**src/logic/spi_flag_pkg.sv**
```systemverilog
// Package of register offsets, field positions and reset values for the serial port flag logic.
// Assumes a 32-bit APB slave with word-aligned registers.
package spi_flag_pkg;

  localparam int unsigned ADDR_W = 8;
  localparam int unsigned DATA_W = 32;
  localparam int unsigned WORD_W = 16;
  localparam int unsigned NUM_SRC = 3;

  // Register byte offsets.
  localparam logic [ADDR_W-1:0] OFS_FLAG = 8'h00;
  localparam logic [ADDR_W-1:0] OFS_RXBUF = 8'h04;
  localparam logic [ADDR_W-1:0] OFS_LEVEL = 8'h08;
  localparam logic [ADDR_W-1:0] OFS_ENABLE = 8'h0c;
  localparam logic [ADDR_W-1:0] OFS_VECT0 = 8'h10;
  localparam logic [ADDR_W-1:0] OFS_VECT1 = 8'h14;
  localparam logic [ADDR_W-1:0] OFS_IRQ_STAT = 8'h18;
  localparam logic [ADDR_W-1:0] OFS_IRQ_CLR = 8'h1c;
  localparam logic [ADDR_W-1:0] OFS_IRQ_EN = 8'h20;

  // Flag and source bit positions, shared by flag, level and enable registers; vector registers shift them up by one.
  localparam int unsigned BIT_BITERR = 0;
  localparam int unsigned BIT_OVRN = 1;
  localparam int unsigned BIT_RXDONE = 2;

  // Receive buffer fields.
  localparam int unsigned RXBUF_DATA_LSB = 0;
  localparam int unsigned RXBUF_FLAG_LSB = 24;
  localparam int unsigned RXBUF_HALF_LSB = 16;

  // Vector register: bit 0 any-pending summary, bits 3:1 pending sources.
  localparam int unsigned VECT_ANY = 0;
  localparam int unsigned VECT_SRC_LSB = 1;

  // Interrupt status register event bits.
  localparam int unsigned EV_LEVEL0 = 0;
  localparam int unsigned EV_LEVEL1 = 1;
  localparam int unsigned NUM_EV = 2;

  localparam logic [NUM_SRC-1:0] FLAG_RESET = 3'h0;
  localparam logic [NUM_SRC-1:0] LEVEL_RESET = 3'h0;
  localparam logic [NUM_SRC-1:0] ENABLE_RESET = 3'h0;
  localparam logic [NUM_EV-1:0] EV_RESET = 2'h0;
  localparam logic [WORD_W-1:0] DATA_RESET = 16'h0000;

endpackage

```
**src/logic/sticky_flag.sv**
```systemverilog
// Sticky flag bit with set-over-clear priority.
// Assumes set and clear are one-cycle pulses in the pclk domain.
`timescale 1ns/1ps
module sticky_flag (
  input wire logic pclk,
  input wire logic presetn,
  input wire logic set,
  input wire logic clear,
  output logic flag
);

  logic next_flag;

  // The set wins over a clear in the same cycle.
  always_comb begin
    next_flag = flag;
    if (clear) begin
      next_flag = 1'b0;
    end
    if (set) begin
      next_flag = 1'b1;
    end
  end

  always_ff @(posedge pclk or negedge presetn) begin
    if (!presetn) begin
      flag <= 1'b0;
    end else begin
      flag <= next_flag;
    end
  end

endmodule

```
**src/logic/spi_interrupt_flag_logic.sv**
```systemverilog
// Receive flags, two-level interrupt grouping and vector registers of a serial port.
// Assumes an APB master on pclk and a receiver that pulses word and error events.
//
// Added by the designer: register access over APB and the register offsets.
`timescale 1ns/1ps

module spi_interrupt_flag_logic
  import spi_flag_pkg::*;
(
  input wire logic pclk,
  input wire logic presetn,
  input wire logic psel,
  input wire logic penable,
  input wire logic pwrite,
  input wire logic [ADDR_W-1:0] paddr,
  input wire logic [DATA_W-1:0] pwdata,
  output logic [DATA_W-1:0] prdata,
  output logic pready,
  output logic pslverr,
  input wire logic rx_word_done,
  input wire logic [WORD_W-1:0] rx_word,
  input wire logic rx_bit_error,
  output logic level_zero_irq,
  output logic level_one_irq,
  output logic irq
);

  // ---------------------------------------------------------------
  // Bus decode
  // ---------------------------------------------------------------
  logic access;
  logic wr;
  logic rd;
  logic setup_rd;
  logic known;
  logic wr_flag;
  logic wr_level;
  logic wr_enable;
  logic wr_irq_clr;
  logic wr_irq_en;
  logic rd_rxbuf;

  assign access = psel && penable;
  assign wr = access && pwrite;
  assign rd = access && !pwrite;
  assign setup_rd = psel && !penable && !pwrite;

  // Each strobe is high only in the access cycle of its own register.
  assign wr_flag = wr && (paddr == OFS_FLAG);
  assign wr_level = wr && (paddr == OFS_LEVEL);
  assign wr_enable = wr && (paddr == OFS_ENABLE);
  assign wr_irq_clr = wr && (paddr == OFS_IRQ_CLR);
  assign wr_irq_en = wr && (paddr == OFS_IRQ_EN);
  assign rd_rxbuf = rd && (paddr == OFS_RXBUF);

  // ---------------------------------------------------------------
  // Bus response
  // ---------------------------------------------------------------
  // No register needs a wait state, so every access phase completes at once.
  assign pready = 1'b1;

  always_comb begin
    unique case (paddr)
      OFS_FLAG, OFS_RXBUF, OFS_LEVEL, OFS_ENABLE, OFS_VECT0, OFS_VECT1,
      OFS_IRQ_STAT, OFS_IRQ_CLR, OFS_IRQ_EN: known = 1'b1;
      default: known = 1'b0;
    endcase
  end

  assign pslverr = access && !known;

  // ---------------------------------------------------------------
  // Receive flags
  // ---------------------------------------------------------------
  logic [NUM_SRC-1:0] flag_set;
  logic [NUM_SRC-1:0] flag_clr;
  logic [NUM_SRC-1:0] serial_flag_register;
  logic receive_complete_flag;
  logic word_event;
  logic overrun_event;
  logic error_event;
  logic rxdone_clear;
  logic overrun_clear;
  logic error_clear;

  assign receive_complete_flag = serial_flag_register[BIT_RXDONE];

  // ---------------------------------------------------------------
  // Flag events
  // ---------------------------------------------------------------
  // A word that lands on a still-set receive-complete flag is an overrun.
  assign word_event = rx_word_done;
  assign overrun_event = rx_word_done && receive_complete_flag;
  assign error_event = rx_bit_error;

  // Only the buffer read clears receive-complete; error flags need a write of one.
  assign rxdone_clear = rd_rxbuf;
  assign overrun_clear = wr_flag && pwdata[BIT_OVRN];
  assign error_clear = wr_flag && pwdata[BIT_BITERR];

  // Reads of the flag register or any half of the buffer never clear error flags.
  // The buffer read beats a new word, so the read always empties receive-complete.
  always_comb begin
    flag_set = '0;
    flag_clr = '0;
    flag_set[BIT_BITERR] = error_event;
    flag_set[BIT_OVRN] = overrun_event;
    flag_set[BIT_RXDONE] = word_event && !rxdone_clear;
    flag_clr[BIT_RXDONE] = rxdone_clear;
    flag_clr[BIT_OVRN] = overrun_clear;
    flag_clr[BIT_BITERR] = error_clear;
  end

  // The overrun clear is independent of receive-complete being set.
  genvar g;
  generate
    for (g = 0; g < NUM_SRC; g++) begin : gen_flag
      sticky_flag u_flag (
        .pclk(pclk),
        .presetn(presetn),
        .set(flag_set[g]),
        .clear(flag_clr[g]),
        .flag(serial_flag_register[g])
      );
    end
  endgenerate

  // ---------------------------------------------------------------
  // Receive buffer data
  // ---------------------------------------------------------------
  logic [WORD_W-1:0] rx_data;
  logic [WORD_W-1:0] next_rx_data;

  always_comb begin
    next_rx_data = rx_data;
    if (rx_word_done) begin
      next_rx_data = rx_word;
    end
  end

  always_ff @(posedge pclk or negedge presetn) begin
    if (!presetn) begin
      rx_data <= DATA_RESET;
    end else begin
      rx_data <= next_rx_data;
    end
  end

  // ---------------------------------------------------------------
  // Level assignment and vectors
  // ---------------------------------------------------------------
  logic [NUM_SRC-1:0] level_select;
  logic [NUM_SRC-1:0] next_level_select;
  logic [NUM_SRC-1:0] source_enable;
  logic [NUM_SRC-1:0] next_source_enable;
  logic [NUM_SRC-1:0] pend0;
  logic [NUM_SRC-1:0] pend1;
  logic [DATA_W-1:0] level_zero_vector_register;
  logic [DATA_W-1:0] level_one_vector_register;

  always_comb begin
    next_level_select = level_select;
    next_source_enable = source_enable;
    if (wr_level) begin
      next_level_select = pwdata[NUM_SRC-1:0];
    end
    if (wr_enable) begin
      next_source_enable = pwdata[NUM_SRC-1:0];
    end
  end

  always_ff @(posedge pclk or negedge presetn) begin
    if (!presetn) begin
      level_select <= LEVEL_RESET;
      source_enable <= ENABLE_RESET;
    end else begin
      level_select <= next_level_select;
      source_enable <= next_source_enable;
    end
  end

  // ---------------------------------------------------------------
  // Vector registers
  // ---------------------------------------------------------------
  assign pend0 = serial_flag_register & source_enable & ~level_select;
  assign pend1 = serial_flag_register & source_enable & level_select;

  always_comb begin
    level_zero_vector_register = '0;
    level_one_vector_register = '0;
    level_zero_vector_register[VECT_ANY] = |pend0;
    level_zero_vector_register[VECT_SRC_LSB +: NUM_SRC] = pend0;
    level_one_vector_register[VECT_ANY] = |pend1;
    level_one_vector_register[VECT_SRC_LSB +: NUM_SRC] = pend1;
  end

  assign level_zero_irq = |pend0;
  assign level_one_irq = |pend1;

  // ---------------------------------------------------------------
  // Level edge detect
  // ---------------------------------------------------------------
  logic [NUM_EV-1:0] lvl_now;
  logic [NUM_EV-1:0] lvl_prev;
  logic [NUM_EV-1:0] next_lvl_prev;
  logic [NUM_EV-1:0] ev_rise;

  assign lvl_now = {level_one_irq, level_zero_irq};
  assign next_lvl_prev = lvl_now;
  assign ev_rise = lvl_now & ~lvl_prev;

  // Both levels are low in reset, so no false edge follows its release.
  always_ff @(posedge pclk or negedge presetn) begin
    if (!presetn) begin
      lvl_prev <= EV_RESET;
    end else begin
      lvl_prev <= next_lvl_prev;
    end
  end

  // ---------------------------------------------------------------
  // Interrupt status, clear and enable
  // ---------------------------------------------------------------
  logic [NUM_EV-1:0] irq_status;
  logic [NUM_EV-1:0] next_irq_status;
  logic [NUM_EV-1:0] irq_enable;
  logic [NUM_EV-1:0] next_irq_enable;
  logic [NUM_EV-1:0] irq_clear;
  logic [NUM_EV-1:0] irq_pending;

  assign irq_clear = wr_irq_clr ? pwdata[NUM_EV-1:0] : '0;

  // A new rising level wins over a clear in the same cycle.
  always_comb begin
    next_irq_status = (irq_status & ~irq_clear) | ev_rise;
    next_irq_enable = irq_enable;
    if (wr_irq_en) begin
      next_irq_enable = pwdata[NUM_EV-1:0];
    end
  end

  always_ff @(posedge pclk or negedge presetn) begin
    if (!presetn) begin
      irq_status <= EV_RESET;
      irq_enable <= EV_RESET;
    end else begin
      irq_status <= next_irq_status;
      irq_enable <= next_irq_enable;
    end
  end

  assign irq_pending = irq_status & irq_enable;
  assign irq = |irq_pending;

  // ---------------------------------------------------------------
  // Read data
  // ---------------------------------------------------------------
  logic [DATA_W-1:0] rxbuf_word;
  logic [DATA_W-1:0] next_prdata;

  // Data sits in the low half alone and the flag copy in bits 26:24; every buffer read still clears receive-complete.
  always_comb begin
    rxbuf_word = '0;
    rxbuf_word[RXBUF_DATA_LSB +: WORD_W] = rx_data;
    rxbuf_word[RXBUF_FLAG_LSB +: NUM_SRC] = serial_flag_register;
  end

  // Read data is taken in the setup cycle and shown through the access phase.
  always_comb begin
    next_prdata = '0;
    if (setup_rd) begin
      unique case (paddr)
        OFS_FLAG: next_prdata[NUM_SRC-1:0] = serial_flag_register;
        OFS_RXBUF: next_prdata = rxbuf_word;
        OFS_LEVEL: next_prdata[NUM_SRC-1:0] = level_select;
        OFS_ENABLE: next_prdata[NUM_SRC-1:0] = source_enable;
        OFS_VECT0: next_prdata = level_zero_vector_register;
        OFS_VECT1: next_prdata = level_one_vector_register;
        OFS_IRQ_STAT: next_prdata[NUM_EV-1:0] = irq_status;
        OFS_IRQ_EN: next_prdata[NUM_EV-1:0] = irq_enable;
        default: next_prdata = '0;
      endcase
    end
  end

  always_ff @(posedge pclk or negedge presetn) begin
    if (!presetn) begin
      prdata <= '0;
    end else begin
      prdata <= next_prdata;
    end
  end

endmodule

```
**config.mk**
```make
export PLATFORM = sky130hd
export DESIGN_NAME = spi_interrupt_flag_logic
export DESIGN_NICKNAME = d
export VERILOG_FILES = /design/src/logic/spi_flag_pkg.sv /design/src/logic/sticky_flag.sv /design/src/logic/spi_interrupt_flag_logic.sv
export SDC_FILE = /design/constraint.sdc
export NUM_CORES = 1
export LEC_CHECK = 0
export ABC_AREA = 0
export BUFFER_PORTS_ARGS = -buffer_cell sky130_fd_sc_hd__buf_2
export CORE_UTILIZATION = 35
export CTS_CLUSTER_DIAMETER = 100
export DETAILED_ROUTE_END_ITERATION = 10
export GPL_ROUTABILITY_DRIVEN = 0
export HOLD_SLACK_MARGIN = 0.12
export MAX_ROUTING_LAYER = met4
export PLACE_DENSITY = 0.7
export SLEW_MARGIN = 0
export SYNTH_ARGS = -nofsm -noshare
export SYNTH_HDL_FRONTEND = slang
export SYNTH_SLANG_ARGS = --single-unit
```
**constraint.sdc**
```tcl
create_clock -name pclk -period 1.3 [get_ports pclk]
set_input_delay 0.065 -clock pclk [delete_from_list [all_inputs] [get_ports pclk]]
set_output_delay 0.065 -clock pclk [all_outputs]
set_load 0.01 [all_outputs]
```
=== Word level (Yosys, flattened, before mapping) ===
Cells that the tools add are included.

* Register bits after elaboration: 63
* Input port bits: 63
* Output and inout port bits: 37
* Word-level logic and storage cells: 68

* Equality and inequality tests: 8
* Multiplexer cells: 12
* Bitwise gates (word level): 10
* Reductions and logical operators: 28

{| class="wikitable"
|+ Operator list
! operator !! count
|-
| one-hot mux 24 bit (3 select lines) || 1
|-
| equality test 8 x 5 -> 1 bit, second input constant || 4
|-
| 2-to-1 mux 27 bit || 1
|-
| equality test 8 x 4 -> 1 bit, second input constant || 2
|-
| logical AND 1 bit || 16
|-
| one-hot mux 2 bit (8 select lines) || 1
|-
| AND 3 bit || 3
|-
| OR reduction 9 bit || 1
|-
| equality test 8 x 3 -> 1 bit, second input constant || 1
|-
| equality test 8 x 6 -> 1 bit, second input constant || 1
|-
| zero test 8 bit || 1
|-
| 2-to-1 mux 1 bit || 7
|-
| AND 2 bit || 3
|-
| one-hot mux 1 bit (6 select lines) || 1
|-
| nonzero test 2 bit || 3
|-
| OR reduction 3 bit || 2
|-
| zero test 1 bit || 4
|-
| inverter 2 bit || 2
|-
| inverter 3 bit || 1
|-
| 2-to-1 mux 2 bit || 1
|-
| OR 2 bit || 1
|-
| OR reduction 2 bit || 1
|}

=== Depth between registers and ports, before layout ===
* Depth after elaboration: 7
* Depth in mapped cells: 6
* Depth with buffers taken out: 4

=== Modules after synthesis ===
From an unflattened synthesis, not the netlist that was laid out.

* Cell total of the unflattened synthesis: 201
* Area, all modules: 2,347.3 um^2

{| class="wikitable"
|+ Modules (own cells, without submodules)
! module !! times used !! cells each !! area each (um^2) !! sequential area each (um^2)
|-
| spi_interrupt_flag_logic || 1 || 192 || 2,238.4 || 1,176.1
|-
| sticky_flag || 3 || 3 || 36.3 || 25.0
|}

=== Least setup slack after synthesis ===
OpenSTA, ideal clock, no wires.

* Path type: input to register
* Start point: input paddr[5]
* End point: register source_enable[0]
* Data arrival time: 1,274 ps
* Slack: -99 ps
* Stages: 5
* Buffers on the path: 1
* Path through: buf_6 -> or4_4 -> nor2_4 -> nand4_4 -> mux2_4

* Word-level cells in the longest chain between the ends: 2

{| class="wikitable"
|+ Ends and longest elaborated chain
! what !! RTL line !! RTL
|-
| start: declaration || spi_interrupt_flag_logic.sv:15 || <nowiki>input wire logic [ADDR_W-1:0] paddr,</nowiki>
|-
| equality test 8 x 4 -> 1 bit || spi_interrupt_flag_logic.sv:51 || <nowiki>assign wr_enable = wr && (paddr == OFS_ENABLE);</nowiki>
|-
| logical AND 1 bit || spi_interrupt_flag_logic.sv:51 ||
|-
| end signal: assignment || spi_interrupt_flag_logic.sv:178 || <nowiki>source_enable <= next_source_enable;</nowiki>
|-
| end: declaration || spi_interrupt_flag_logic.sv:154 || <nowiki>logic [NUM_SRC-1:0] source_enable;</nowiki>
|}

Every way passes these cells.
A chain may end at the register's enable or synchronous reset.

=== Final worst setup path ===
* Start point: register gen_flag[0].u_flag.flag
* End point: output level_zero_irq

* Word-level cells in the longest chain between the ends: 3

{| class="wikitable"
|+ Ends and longest elaborated chain
! what !! RTL line !! RTL
|-
| start: declaration || sticky_flag.sv:9 || <nowiki>output logic flag</nowiki>
|-
| start signal: assignment || sticky_flag.sv:29 || <nowiki>flag <= next_flag;</nowiki>
|-
| AND 3 bit (2 in a row) || spi_interrupt_flag_logic.sv:185 || <nowiki>assign pend0 = serial_flag_register & source_enable & ~level_select;</nowiki>
|-
| OR reduction 3 bit || spi_interrupt_flag_logic.sv:197 || <nowiki>assign level_zero_irq = |pend0;</nowiki>
|-
| end: declaration || spi_interrupt_flag_logic.sv:23 || <nowiki>output logic level_zero_irq,</nowiki>
|}

Every way passes these cells.

==> results.sh <==
export IMPL_finalSetupViolations=5
export IMPL_ios=100
export IMPL_worstPathMaxFanout=2
export IMPL_finalWirelength_um=5540
export IMPL_rows=29
export IMPL_grt_pass1_vias=1802
export IMPL_min_path_type="in2reg"
export IMPL_synth_top_family_by_area="simple AND/OR/NAND/NOR gates"
export IMPL_rsz0062_at_grt="yes"
export IMPL_vias_per_cell=5.00
export IMPL_synth_edf_count=0
export IMPL_clk_path_buf_depth=2
export IMPL_final_core_util_pct=50.8
export IMPL_register_area_mm2=0.00125
export IMPL_io_buffers=56
export IMPL_drtAntennaViolNets=0
export IMPL_final_cell_mix="54 x buf_2, 50 x dfrtp_1, 26 x buf_4"
export IMPL_htreeDepth=2
export IMPL_setup_tns_ps=-544
export IMPL_drc=4
export IMPL_muxShareOfSynthArea_pct=14.3
export IMPL_clk_latency_ps=300
export IMPL_synth_seq_cells=50
export IMPL_finalHoldViolCount=0
export IMPL_antenna_found_initial=0
export IMPL_synth_main_ff_cell="dfrtp_1"
export IMPL_netlist_instances=201
export IMPL_maxSlewViolCount=0
export IMPL_drt_iter0_drc=138
export IMPL_cts_sinks=50
export IMPL_drtPass1Iterations=10
export IMPL_finalCriticalPeriod_ps=1560
export IMPL_start_util_pct=36.9
export IMPL_critPathKind="reg2out"
export IMPL_placedCellCount=347
export IMPL_cts_buffers=5
export IMPL_max_cap_violations=0
export IMPL_period_share_pct=120
export IMPL_startpoint_type="register"
export IMPL_synthSimpleGateAreaFrac_pct=17.1
export IMPL_die_area_mm2=0.00719
export IMPL_violations="DRC, setup timing"
export IMPL_grt_pass1_wl_um=8690
export IMPL_yosys_warnings=0
export IMPL_crit_path_end_kind="output pin"
export IMPL_grt_max_degree=19
export IMPL_required_ps=1240
export IMPL_cts_tree="yes"
export IMPL_vias=1914
export IMPL_die_x_um=84.8
export IMPL_syn_area_per_cell_um2=11.9
export IMPL_synth_compound_area_share_pct=7.25
export IMPL_die_y_um=84.8
export IMPL_synth_xor_area_share_pct=0.730
export IMPL_synthAdderAreaFrac_pct=0
export IMPL_post_drt_wl_per_cell_um=14.5
export IMPL_diodes=0
export IMPL_clockRootBuffer="clkbuf_8"
export IMPL_stdcell_count=383
export IMPL_area_delta_synth_final_pct=37.4
export IMPL_groute_usage_overall_pct=16.2
export IMPL_status="finished, violations left"
export IMPL_clock_skew_ps=9.04
export IMPL_place_hpwl_um=4020
export IMPL_core_mm2=0.00649
export IMPL_synth_async_reset_ratio_pct=100
export IMPL_synth_cell_types=44
export IMPL_nNetsFinal=368
export IMPL_syn_area_mm2=0.00240
export IMPL_ir_drop_uv=434
export IMPL_fillers=574
export IMPL_grt_overflow_total=0
export IMPL_fin_ws_ps=-263
export IMPL_p_per_area_mw_per_mm2=920
export IMPL_crit_arrival_ps=1500
export IMPL_fmax_mhz=640
export IMPL_multiInputGateArea_mm2=0.00105
export IMPL_hold_depth=3
export IMPL_yosysSeqAreaShare_pct=52.1
export IMPL_clkSlewWorstSetupHoldPaths_ps=90
export IMPL_drive_gt1_share_pct=43.5
export IMPL_reg2reg_depth=5
export IMPL_final_common_cell="buf_2"
export IMPL_p_leak_nw=1.58
per-stage QoR:
step / instance area, um^2 / setup slack (ps) / hold slack (ps) / power, mW
floorplan: 2450 / -43.9 / -231 / 1.91
global placement: 2860 / -209 / 38.2 / 2.04
detailed placement: 2860 / -215 / 43.1 / 2.04
CTS: 3240 / -267 / 151 / 3.06
global route: 3300 / -305 / 160 / 3.19
finish: 3300 / -263 / 163 / 3.03
timing repair:
item / in CTS / in global routing
buffers inserted: 3 / 2
endpoints found under the hold margin: 80 / 0
pin swaps: 3 / 5
hold buffers: 24 / 0
resized for setup: 3 / 9
gates cloned: 0 / 0
setup endpoints to repair: 5 / 7
flip-flops by register name (all words and copies together) (netlist names):
name and cells:
gen_flag.u_flag.flag 3, irq_enable 2, irq_status 2, level_select 3, lvl_prev 2, prdata 19, rx_data 16, source_enable 3
metal layers:
layer | GRT usage (%) | wire length [um] | vias up
met3 | 3.93 | 267 | 14
met5 | - | 0 | -
li1 | - | - | 895
met1 | 18.8 | 2310 | 944
met2 | 26.9 | 2820 | 61
met4 | 6.93 | 147 | 0
cells in the mapped netlist, types with 2 or more instances:
| master | number | area share, % |
|---|---|---|
| nor4_1 | 2 | 0.52 |
| o2111ai_1 | 2 | 0.73 |
| buf_6 | 4 | 1.9 |
| nor2_1 | 5 | 0.78 |
| a22o_1 | 4 | 1.5 |
| a32o_1 | 2 | 0.83 |
| mux2_2 | 21 | 9.9 |
| a31oi_1 | 2 | 0.52 |
| mux2_4 | 3 | 1.9 |
| inv_1 | 5 | 0.78 |
| a21oi_1 | 2 | 0.42 |
| dfrtp_1 | 50 | 52 |
| xnor2_1 | 2 | 0.73 |
| nand2_1 | 11 | 1.7 |
| buf_4 | 15 | 4.7 |
| nor3_1 | 7 | 1.5 |
| and3b_1 | 2 | 0.73 |
| conb_1 | 2 | 0.31 |
| clkbuf_1 | 4 | 0.63 |
| o21ai_0 | 3 | 0.63 |
| nand4_1 | 3 | 0.78 |
| and2_1 | 16 | 4.2 |
| mux2i_1 | 4 | 1.7 |
| nand3_1 | 10 | 2.1 |
worst max-delay path: stages, from the launching register on:
cell and delay [ps]:
dfrtp_1 380, and3b_1 220, a311o_1 330, buf_4 160, buf_6 110
power by group:
group          internal (mW)  leakage (nW)  switching (mW)
clock network          0.438        0.0514           0.516
registers               1.62         0.643          0.0383
logic                  0.219         0.890           0.197
total                   2.28          1.58           0.752
final timing paths:
check	startpoint	end	slack [ps]
worst max-delay path	gen_flag[0].u_flag.flag	level_zero_irq	-260
min in group asynchronous	presetn	rx_data[6]	230
worst min-delay path	penable	gen_flag[2].u_flag.flag	160
max in group asynchronous	presetn	irq_status[0]	600
worst max register to register	gen_flag[0].u_flag.flag	prdata[0]	-130
worst min register to register	rx_data[8]	prdata[8]	480
final cells by class:
cell class,instances,share of cell area [%]
clock buffer,6,2.50
tap,77,2.92
inverter,5,0.569
clock inverter,2,0.531
sequential,50,38.0
multi-input combinational,134,31.9
timing repair buffer,109,23.6
cell families after synthesis:
kind of cell | after synthesis
AOI/OAI and AO/OA | 22
and+or+nand+nor | 67
muxes | 29
xor gates and xnor gates | 2
other | 2
buffers and inverters | 29
DFF | 50
No activity file was read; power rests on OpenSTA's default activity.
